**config.mk**
```make
export PLATFORM = sky130hd
export DESIGN_NAME = cpu_interrupt_controller
export DESIGN_NICKNAME = d
export VERILOG_FILES = /design/src/hdl/intc_pkg.sv /design/src/hdl/cpu_interrupt_controller.sv
export SDC_FILE = /design/constraint.sdc
export NUM_CORES = 1
export LEC_CHECK = 0
export BUFFER_PORTS_ARGS = -buffer_cell sky130_fd_sc_hd__buf_2
export CAP_MARGIN = 20
export CORE_ASPECT_RATIO = 0.5
export CORE_MARGIN = 4
export CORE_UTILIZATION = 58
export DETAILED_ROUTE_END_ITERATION = 16
export GPL_TIMING_DRIVEN = 0
export PLACE_DENSITY_LB_ADDON = 0.08
export SYNTH_ARGS = -nofsm -noshare
export SYNTH_HDL_FRONTEND = slang
export SYNTH_SLANG_ARGS = --single-unit
export TNS_END_PERCENT = 100
```
**constraint.sdc**
```tcl
create_clock -name mclk_i -period 15 [get_ports mclk_i]
set_input_delay 3 -clock mclk_i [delete_from_list [all_inputs] [get_ports mclk_i]]
set_output_delay 3 -clock mclk_i [all_outputs]
set_load 0.02 [all_outputs]
```
**src/hdl/intc_pkg.sv**
```systemverilog
// shared constants and types for the cpu interrupt controller
package intc_pkg;

  // register port geometry
  localparam int AW = 4;
  localparam int DW = 8;

  // register offsets
  localparam logic [AW-1:0] OFF_EDGE_SEL_1  = 4'h0;
  localparam logic [AW-1:0] OFF_EDGE_SEL_2  = 4'h1;
  localparam logic [AW-1:0] OFF_PORT_MODE_1 = 4'h2;
  localparam logic [AW-1:0] OFF_PORT_MODE_5 = 4'h3;
  localparam logic [AW-1:0] OFF_INT_EN_1    = 4'h4;
  localparam logic [AW-1:0] OFF_INT_FLAG_1  = 4'h5;
  localparam logic [AW-1:0] OFF_WAKEUP_FLAG = 4'h6;
  localparam logic [AW-1:0] OFF_PERIPH_FLAG = 4'h7;
  localparam logic [AW-1:0] OFF_PERIPH_EN   = 4'h8;
  localparam logic [AW-1:0] OFF_STATUS      = 4'h9;

  // field positions
  localparam int BIT_A      = 3;  // ext a pin bits
  localparam int BIT_B      = 0;  // ext b pin bits
  localparam int BIT_WKP    = 5;  // wakeup pin bits
  localparam int BIT_DT     = 7;  // direct transfer bits
  localparam int BIT_MASK   = 7;  // interrupt mask bit in ccr
  localparam int BIT_BUSY   = 0;  // status: sequence running
  localparam int BIT_START  = 1;  // status: first instruction done

  // fixed read values of reserved bits
  localparam logic [DW-1:0] FLAG1_ONES  = 8'h30;
  localparam logic [DW-1:0] WKFLAG_ONES = 8'hC0;

  // reset values
  localparam logic [DW-1:0] CCR_RST = 8'h80;

  // sources, in priority order; vector number = index + VEC_BASE
  localparam int NPER = 4;
  localparam int NSRC = 6 + NPER;
  localparam int SRC_NMI = 0;
  localparam int SRC_ABRK = 1;
  localparam int SRC_EXT_B = 2;
  localparam int SRC_EXT_A = 3;
  localparam int SRC_WKP = 4;
  localparam int SRC_DT = 5;
  localparam int SRC_PER = 6;
  localparam logic [7:0] VEC_BASE = 8'h07;

  // exception sequence lengths in states
  localparam logic [1:0] STACK_LAST = 2'h3;  // 4 states
  localparam logic [1:0] VECF_LAST  = 2'h1;  // 2 states
  localparam logic [1:0] FETCH_LAST = 2'h3;  // 4 states
  localparam logic [1:0] PROC_LAST  = 2'h3;  // 4 states
  localparam logic [1:0] PUSH_PC    = 2'h0;
  localparam logic [1:0] PUSH_CCR   = 2'h2;
  localparam logic [15:0] PC_SLOT   = 16'h0002;
  localparam logic [15:0] CCR_SLOT  = 16'h0004;

  typedef enum logic [2:0] {
    ST_IDLE, ST_STACK, ST_VECF, ST_FETCH, ST_PROC
  } seq_state_t;

  typedef struct packed {
    logic nmi_pin;
    logic ext_int_a_pin;
    logic ext_int_b_pin;
    logic wakeup_pin;
  } irq_pins_t;

  typedef struct packed {
    logic        we;
    logic [15:0] addr;
    logic [15:0] data;
  } stack_wr_t;

endpackage : intc_pkg

```
**src/hdl/cpu_interrupt_controller.sv**
```systemverilog
// interrupt controller with cpu exception sequencer
//
// The implementer's own choices: the register addresses and strobed register access.
`timescale 1ns/1ps
module cpu_interrupt_controller
  import intc_pkg::*;
(
  input  wire logic              mclk_i,
  input  wire logic              rst_i,
  input  wire irq_pins_t         pins_i,
  input  wire logic              abrk_req_i,
  input  wire logic              dt_req_i,
  input  wire logic [NPER-1:0]   periph_req_i,
  input  wire logic [AW-1:0]     addr_i,
  input  wire logic [DW-1:0]     wdata_i,
  input  wire logic              wr_i,
  input  wire logic              rd_i,
  output logic      [DW-1:0]     rdata_o,
  input  wire logic              instr_done_i,
  input  wire logic [15:0]       pc_next_i,
  input  wire logic [15:0]       sp_i,
  input  wire logic              rte_i,
  input  wire logic [DW-1:0]     ccr_restore_i,
  input  wire logic [15:0]       vector_data_i,
  output stack_wr_t              stack_wr_o,
  output logic      [15:0]       sp_new_o,
  output logic                   vec_rd_o,
  output logic      [15:0]       vec_addr_o,
  output logic                   pc_load_o,
  output logic      [15:0]       pc_value_o,
  output logic                   handler_start_o,
  output logic      [DW-1:0]     ccr_o
);

  // set wins over a software write of zero; writing one keeps
  function automatic logic upd_flag(input logic cur, input logic set,
                                    input logic clr_wr, input logic wbit);
    upd_flag = set | (cur & ~(clr_wr & ~wbit));
  endfunction : upd_flag

  // lowest index set wins
  function automatic logic [3:0] prio(input logic [NSRC-1:0] req);
    prio = 4'h0;
    for (int i = NSRC - 1; i >= 0; i--) begin
      if (req[i]) begin
        prio = 4'(i);
      end
    end
  endfunction : prio

  // registers
  logic [DW-1:0]   edge_select_reg_1, edge_select_reg_2;
  logic [DW-1:0]   port_mode_reg_1, port_mode_reg_5;
  logic [DW-1:0]   int_enable_reg_1;
  logic [NPER-1:0] periph_en;
  logic            int_flag_a, int_flag_b, dt_flag, wakeup_flag;
  logic [NPER-1:0] periph_flag;
  logic            nmi_pend;
  logic            started;
  logic [DW-1:0]   condition_code_reg;

  // synchronisers and edge history
  irq_pins_t sync1, sync2;
  logic      nmi_prev, a_prev, b_prev, wkp_prev;
  logic      a_gated, b_gated, wkp_gated;
  logic      nmi_edge, a_edge, b_edge, wkp_edge;

  // sequencer
  seq_state_t      state;
  logic [1:0]      cnt;
  logic [3:0]      sel_src;
  logic [15:0]     sp_base;
  logic [NSRC-1:0] raw_req, eff_req;
  logic [3:0]      next_src;
  logic            accept;
  logic            wr_flag1, wr_wkflag, wr_perflag;

  // two flops on every pin before any logic reads it
  always_ff @(posedge mclk_i or posedge rst_i) begin
    if (rst_i) begin
      sync1 <= '1;
      sync2 <= '1;
    end else begin
      sync1 <= pins_i;
      sync2 <= sync1;
    end
  end

  // a pin not given to interrupt input reads as idle high, so a mode
  // change can itself look like an edge
  assign a_gated   = port_mode_reg_1[BIT_A] ? sync2.ext_int_a_pin : 1'b1;
  assign b_gated   = port_mode_reg_1[BIT_B] ? sync2.ext_int_b_pin : 1'b1;
  assign wkp_gated = port_mode_reg_5[BIT_WKP] ? sync2.wakeup_pin : 1'b1;

  // edge history behind the synchronisers
  always_ff @(posedge mclk_i or posedge rst_i) begin
    if (rst_i) begin
      nmi_prev <= 1'b1;
      a_prev   <= 1'b1;
      b_prev   <= 1'b1;
      wkp_prev <= 1'b1;
    end else begin
      nmi_prev <= sync2.nmi_pin;
      a_prev   <= a_gated;
      b_prev   <= b_gated;
      wkp_prev <= wkp_gated;
    end
  end

  // edge select: one picks rising, zero picks falling
  assign nmi_edge = nmi_prev & ~sync2.nmi_pin;
  assign a_edge   = edge_select_reg_1[BIT_A] ? (a_gated & ~a_prev)
                                             : (a_prev & ~a_gated);
  assign b_edge   = edge_select_reg_1[BIT_B] ? (b_gated & ~b_prev)
                                             : (b_prev & ~b_gated);
  assign wkp_edge = edge_select_reg_2[BIT_WKP] ? (wkp_gated & ~wkp_prev)
                                               : (wkp_prev & ~wkp_gated);

  assign wr_flag1   = wr_i && (addr_i == OFF_INT_FLAG_1);
  assign wr_wkflag  = wr_i && (addr_i == OFF_WAKEUP_FLAG);
  assign wr_perflag = wr_i && (addr_i == OFF_PERIPH_FLAG);

  // control registers written by software
  always_ff @(posedge mclk_i or posedge rst_i) begin
    if (rst_i) begin
      edge_select_reg_1 <= '0;
      edge_select_reg_2 <= '0;
      port_mode_reg_1   <= '0;
      port_mode_reg_5   <= '0;
      int_enable_reg_1  <= '0;
      periph_en         <= '0;
    end else if (wr_i) begin
      case (addr_i)
        OFF_EDGE_SEL_1:  edge_select_reg_1 <= wdata_i;
        OFF_EDGE_SEL_2:  edge_select_reg_2 <= wdata_i;
        OFF_PORT_MODE_1: port_mode_reg_1   <= wdata_i;
        OFF_PORT_MODE_5: port_mode_reg_5   <= wdata_i;
        OFF_INT_EN_1:    int_enable_reg_1  <= wdata_i;
        OFF_PERIPH_EN:   periph_en         <= wdata_i[NPER-1:0];
        default: ;
      endcase
    end
  end

  // pin and internal request flags, cleared only by writing zero
  always_ff @(posedge mclk_i or posedge rst_i) begin
    if (rst_i) begin
      int_flag_a  <= 1'b0;
      int_flag_b  <= 1'b0;
      dt_flag     <= 1'b0;
      wakeup_flag <= 1'b0;
      periph_flag <= '0;
    end else begin
      int_flag_a  <= upd_flag(int_flag_a, a_edge, wr_flag1, wdata_i[BIT_A]);
      int_flag_b  <= upd_flag(int_flag_b, b_edge, wr_flag1, wdata_i[BIT_B]);
      dt_flag     <= upd_flag(dt_flag, dt_req_i, wr_flag1, wdata_i[BIT_DT]);
      wakeup_flag <= upd_flag(wakeup_flag, wkp_edge, wr_wkflag,
                              wdata_i[BIT_WKP]);
      for (int i = 0; i < NPER; i++) begin
        periph_flag[i] <= upd_flag(periph_flag[i], periph_req_i[i], wr_perflag,
                                   wdata_i[i]);
      end
    end
  end

  // nmi stays pending until the sequencer takes it
  always_ff @(posedge mclk_i or posedge rst_i) begin
    if (rst_i) begin
      nmi_pend <= 1'b0;
    end else if (nmi_edge) begin
      nmi_pend <= 1'b1;
    end else if (accept && next_src == 4'(SRC_NMI)) begin
      nmi_pend <= 1'b0;
    end
  end

  // the first instruction after reset always runs uninterrupted
  always_ff @(posedge mclk_i or posedge rst_i) begin
    if (rst_i) begin
      started <= 1'b0;
    end else if (instr_done_i) begin
      started <= 1'b1;
    end
  end

  // maskable requests gated by flag and enable, then by the mask bit; nmi and break pass ungated
  always_comb begin
    raw_req = '0;
    raw_req[SRC_NMI]   = nmi_pend;
    raw_req[SRC_ABRK]  = abrk_req_i;
    raw_req[SRC_EXT_B] = int_flag_b & int_enable_reg_1[BIT_B];
    raw_req[SRC_EXT_A] = int_flag_a & int_enable_reg_1[BIT_A];
    raw_req[SRC_WKP]   = wakeup_flag & int_enable_reg_1[BIT_WKP];
    raw_req[SRC_DT]    = dt_flag & int_enable_reg_1[BIT_DT];
    for (int i = 0; i < NPER; i++) begin
      raw_req[SRC_PER + i] = periph_flag[i] & periph_en[i];
    end
    eff_req = raw_req;
    for (int i = SRC_EXT_B; i < NSRC; i++) begin
      eff_req[i] = raw_req[i] & ~condition_code_reg[BIT_MASK];
    end
  end

  assign next_src = prio(eff_req);
  assign accept   = (state == ST_IDLE) && instr_done_i && started
                    && (|eff_req);

  // exception sequence: stack, vector fetch, fetch, internal
  always_ff @(posedge mclk_i or posedge rst_i) begin
    if (rst_i) begin
      state <= ST_IDLE;
      cnt   <= 2'h0;
    end else begin
      case (state)
        ST_IDLE: begin
          cnt <= 2'h0;
          if (accept) begin
            state <= ST_STACK;
          end
        end
        ST_STACK: begin
          cnt <= (cnt == STACK_LAST) ? 2'h0 : cnt + 2'h1;
          if (cnt == STACK_LAST) begin
            state <= ST_VECF;
          end
        end
        ST_VECF: begin
          cnt <= (cnt == VECF_LAST) ? 2'h0 : cnt + 2'h1;
          if (cnt == VECF_LAST) begin
            state <= ST_FETCH;
          end
        end
        ST_FETCH: begin
          cnt <= (cnt == FETCH_LAST) ? 2'h0 : cnt + 2'h1;
          if (cnt == FETCH_LAST) begin
            state <= ST_PROC;
          end
        end
        ST_PROC: begin
          cnt <= (cnt == PROC_LAST) ? 2'h0 : cnt + 2'h1;
          if (cnt == PROC_LAST) begin
            state <= ST_IDLE;
          end
        end
        default: begin
          state <= ST_IDLE;
          cnt   <= 2'h0;
        end
      endcase
    end
  end

  // latch the winning source and stack base at acceptance
  always_ff @(posedge mclk_i or posedge rst_i) begin
    if (rst_i) begin
      sel_src    <= 4'h0;
      sp_base    <= 16'h0000;
      vec_addr_o <= 16'h0000;
    end else if (accept) begin
      sel_src    <= next_src;
      sp_base    <= sp_i & 16'hFFFE;
      vec_addr_o <= {7'h00, (VEC_BASE + {4'h0, next_src}), 1'b0};
    end
  end

  // stack pushes: pc of next instruction, then ccr, words only
  always_ff @(posedge mclk_i or posedge rst_i) begin
    if (rst_i) begin
      stack_wr_o <= '0;
      sp_new_o   <= 16'h0000;
    end else begin
      stack_wr_o.we <= 1'b0;
      if (state == ST_STACK && cnt == PUSH_PC) begin
        stack_wr_o.we   <= 1'b1;
        stack_wr_o.addr <= (sp_base - PC_SLOT) & 16'hFFFE;
        stack_wr_o.data <= pc_next_i;
      end else if (state == ST_STACK && cnt == PUSH_CCR) begin
        stack_wr_o.we   <= 1'b1;
        stack_wr_o.addr <= (sp_base - CCR_SLOT) & 16'hFFFE;
        stack_wr_o.data <= {condition_code_reg, condition_code_reg};
        sp_new_o        <= sp_base - CCR_SLOT;
      end
    end
  end

  // condition codes: mask set after stacking, restored on return
  always_ff @(posedge mclk_i or posedge rst_i) begin
    if (rst_i) begin
      condition_code_reg <= CCR_RST;
    end else if (state == ST_STACK && cnt == STACK_LAST) begin
      condition_code_reg[BIT_MASK] <= 1'b1;
    end else if (rte_i && state == ST_IDLE) begin
      condition_code_reg <= ccr_restore_i;
    end
  end

  assign ccr_o    = condition_code_reg;
  assign vec_rd_o = (state == ST_VECF);

  // start address taken from the vector, loaded into pc
  always_ff @(posedge mclk_i or posedge rst_i) begin
    if (rst_i) begin
      pc_value_o      <= 16'h0000;
      pc_load_o       <= 1'b0;
      handler_start_o <= 1'b0;
    end else begin
      pc_load_o       <= (state == ST_VECF) && (cnt == VECF_LAST);
      handler_start_o <= (state == ST_PROC) && (cnt == PROC_LAST);
      if (state == ST_VECF && cnt == VECF_LAST) begin
        pc_value_o <= vector_data_i & 16'hFFFE;
      end
    end
  end

  // read data stands the cycle after the strobe
  always_ff @(posedge mclk_i or posedge rst_i) begin
    if (rst_i) begin
      rdata_o <= '0;
    end else if (rd_i) begin
      case (addr_i)
        OFF_EDGE_SEL_1:  rdata_o <= edge_select_reg_1;
        OFF_EDGE_SEL_2:  rdata_o <= edge_select_reg_2;
        OFF_PORT_MODE_1: rdata_o <= port_mode_reg_1;
        OFF_PORT_MODE_5: rdata_o <= port_mode_reg_5;
        OFF_INT_EN_1:    rdata_o <= int_enable_reg_1;
        OFF_INT_FLAG_1:  rdata_o <= FLAG1_ONES | {dt_flag, 3'h0, int_flag_a, 2'h0, int_flag_b};
        OFF_WAKEUP_FLAG: rdata_o <= WKFLAG_ONES | {2'h0, wakeup_flag, 5'h00};
        OFF_PERIPH_FLAG: rdata_o <= {4'h0, periph_flag};
        OFF_PERIPH_EN:   rdata_o <= {4'h0, periph_en};
        OFF_STATUS:      rdata_o <= {condition_code_reg[BIT_MASK], 5'h00, started, state != ST_IDLE};
        default:         rdata_o <= '0;
      endcase
    end else begin
      rdata_o <= '0;
    end
  end
endmodule : cpu_interrupt_controller

```
==> out/metrics.yaml <==
timing:
  fmax_mhz: 218
  period_minus_slack_ps: 4600
  fin_crit_sh_pct: 30.7
  setup_viol: 0
  maxSlewViolCount: 0
  hold_violations: 0
  skew_ps: 13.1
  worst_pin_slew_ps: 738
  rsz0062_at_grt: "no"
  tns_ps: 0
  slew_headroom_pct: 50.5
worst_setup_path:
  cp.arrival_ps: 1600
  crit_type: "reg -> out"
  rr_startpoint: "cnt[0]"
  max_stage_delay_ps: 370
  cp_slowest_cell: "dfrtp_1"
  reg2regPathDepth: 8
  critPathLaunchType: "flop"
  path_cells: "clkbuf_1 > inv_1 > nand2_1 > nor2_1 > buf_2"
  r2r_end: "stack_wr_o[8]"
  critPathMaxFanout: 10
  r2r_slack_ps: 12260
  end_kind: "output pin"
  required_ps: 12000
cells_and_area:
  finalNetCount: 1016
  syn2layout_area_growth_pct: 21.3
  final_cells: 1106
  regArea_mm2: 0.00430
  drive_gt1_share_pct: 35.1
  fill_cells: 972
  diodes: 0
  multi_input_area_mm2: 0.00336
global_route:
  grt_pass1_wl_mm: 32.4
  met3_usage_pct: 6.15
  gr-usage-met2_pct: 42.4
  grt_pass1_vias: 6365
  grtUsageMet1_pct: 34.2
  track_usage_pct: 25.4
  grt.busiest_layer: "met2"
  grt_max_degree: 131
  grt-ovfl-total: 0
  antenna_found_initial: 1
routing:
  via_per_inst: 5.78
  wl_mm: 19.7
  num_vias: 6397
  ant_nets: 0
  drt_iter0_markers: 487
  drc: 0
  wl_per_cell_um: 17.8
  dr.pass1.iters: 8
synth:
  yosysSeqAreaShare_pct: 54.1
  ys_top_cells_by_count: "dfrtp_1, mux2_2, nand2_1, nor2_1"
  synthArstFlopShare_pct: 100
  synth-edff-count: 0
  synth.area.top_cells: "dfrtp_1, mux2_2, dfstp_2"
  yosys.area.top_type_share_pct: 49.8
  synthFlopType: "dfrtp_1"
  synth.distinct_cells: 66
  syn_area_per_cell_um2: 10.9
  synth_most_common_cell: "dfrtp_1"
  yosysWarnings: 0
  synth_top_area_cell: "dfrtp_1"
  syn_inst: 726
  ys_ff_latch: 171
  syn_area_mm2: 0.00795
cts:
  clk_path_buf_depth: 2
  cts.root.buffer_cell: "clkbuf_16"
  cts_tree: "done"
  hold_buffers: 0
  h-tree-depth: 4
  cts.sinks: 171
  clock_latency_ps: 430
  post_cts_buffers: 0
  cts_buffers: 17
  clk_pin_slew_ps: 70
  cts_resized: 0
power_and_ir_drop:
  leakagePower_nw: 4.42
  power.total_w: 0.00198
  p_clk_share_pct: 21.7
  seqPwrFrac_pct: 37.1
  p_int_w: 0.00117
  sw_frac_of_total_pct: 41.2
  p_per_area_mw_per_mm2: 206
  vdd.ir_drop.worst_mv: 0.109
  p_switching_w: 0.000816
  power_frac_comb_pct: 41.2
placed_design:
  dpl.cell_count: 1074
  port-buffer-count: 164
  place.gp.congestion: 0.914
  detailed_place_hpwl_mm: 14.1
die:
  start_util_pct: 61.0
  dieArea_mm2: 0.0158
  die_h_um: 90.8
  coreArea_mm2: 0.0130
  die_w_um: 174
  io_pins: 184
  num_rows: 29
worst_hold_path:
  min-delay-start: "sync1[2]"
  hold_class: "reg -> reg"
  worstHoldEndpoint: "sync2[2]"
  holdPathStages: 0
outcome:
  status: "complete, no violations"
run:
  cap_violations: 0
==> registers in the layout (all words and copies together), names as in the netlist, 2 cells and up <==
| register | flops |
|---|---|
| ccr_o | 8 |
| sp_base | 15 |
| sync2 | 4 |
| pc_value_o | 15 |
| int_enable_reg_1 | 8 |
| periph_en | 4 |
| sp_new_o | 15 |
| vec_addr_o | 5 |
| sync1 | 4 |
| stack_wr_o | 32 |
| cnt | 2 |
| edge_select_reg_2 | 8 |
| port_mode_reg_5 | 8 |
| rdata_o | 8 |
| periph_flag | 4 |
| state | 3 |
| edge_select_reg_1 | 8 |
| port_mode_reg_1 | 8 |
==> kinds of logic (layout without fill, tap and decap cells) <==
kind of cell             Yosys count  after routing  synth area share, %
AO/OA/AOI/OAI                    157            157                 12.1
multiplexers                      93             93                 13.5
buffers and inverters             72            269                 4.25
AND/OR/NAND/NOR                  206            206                 12.8
other                              1             14               0.0472
adder cells (fa/ha/maj)            9              9                 1.42
flip-flops                       171            171                 54.1
XOR/XNOR                          17             17                 1.87
==> worst max-delay path, delay by kind of cell, from the launching register on <==
kind,cells,cell delay [ps]
flops,1,370
buf+inv,3,560
simple gates,2,250
==> cell usage in the layout, fill, tap and decap left out, types with 14 or more instances in the layout <==
| cell type | netlist | layout |
|---|---|---|
| a21oi_1 | 43 | 43 |
| buf_2 | 6 | 170 |
| buf_4 | 14 | 14 |
| clkbuf_1 | 33 | 33 |
| clkbuf_16 | 0 | 17 |
| conb_1 | 1 | 14 |
| dfrtp_1 | 158 | 158 |
| mux2_2 | 82 | 82 |
| nand2_1 | 69 | 69 |
| nand2b_1 | 16 | 16 |
| nor2_1 | 56 | 56 |
| o21ai_0 | 43 | 43 |
| o22ai_1 | 20 | 20 |
==> routing by layer <==
metal / part of all wire, % / routed length (um)
met1: 43 / 8430
met2: 48 / 9500
met3: 7.4 / 1460
met4: 1.3 / 263
met5: 0.10 / 20
==> final cells by class <==
| class | instances | share of cell area, % |
|---|---|---|
| sequential | 171 | 44.6 |
| multi-input combinational | 496 | 34.9 |
| timing repair buffer | 165 | 8.80 |
| clock buffer | 17 | 4.41 |
| buffer | 57 | 2.92 |
| tap | 170 | 2.21 |
| clock inverter | 15 | 1.56 |
| inverter | 15 | 0.662 |
==> worst max-delay path by stage <==
stage,startpoint,endpoint,slack (ps),cells past startpoint
2_1_floorplan,rst_i,ccr_o[0],7390,1
3_3_place_gp,rst_i,pc_value_o[4],5620,2
3_5_place_dp,addr_i[3],port_mode_reg_5[6],10100,5
4_1_cts,state[2],vec_rd_o,10410,5
5_1_grt,state[2],vec_rd_o,10280,5
6_report,state[2],vec_rd_o,10400,5
==> power by group through the flow <==
stage                     Sequential [W]  Clock [W]  Combinational (W)
after floorplan                 0.000843          0           0.000447
after CTS                       0.000734   0.000431           0.000816
final                           0.000735   0.000430           0.000817
after detailed placement        0.000742          0           0.000812
after global routing            0.000756   0.000455           0.000900
after global placement          0.000735          0           0.000790
==> stage by stage <==
stage | util, % | setup WS, ps | cell area, um^2 | hold WS [ps]
3_5_place_dp | 69.6 | 10100 | 9060 | 347
3_3_place_gp | 69.3 | 5620 | 9030 | 347
6_report | 74.0 | 10400 | 9640 | 358
4_1_cts | 74.0 | 10410 | 9640 | 358
2_1_floorplan | - | 7390 | 8000 | 345
5_1_grt | 74.0 | 10280 | 9640 | 361
Note: power is estimated with default switching activity, not from simulation.
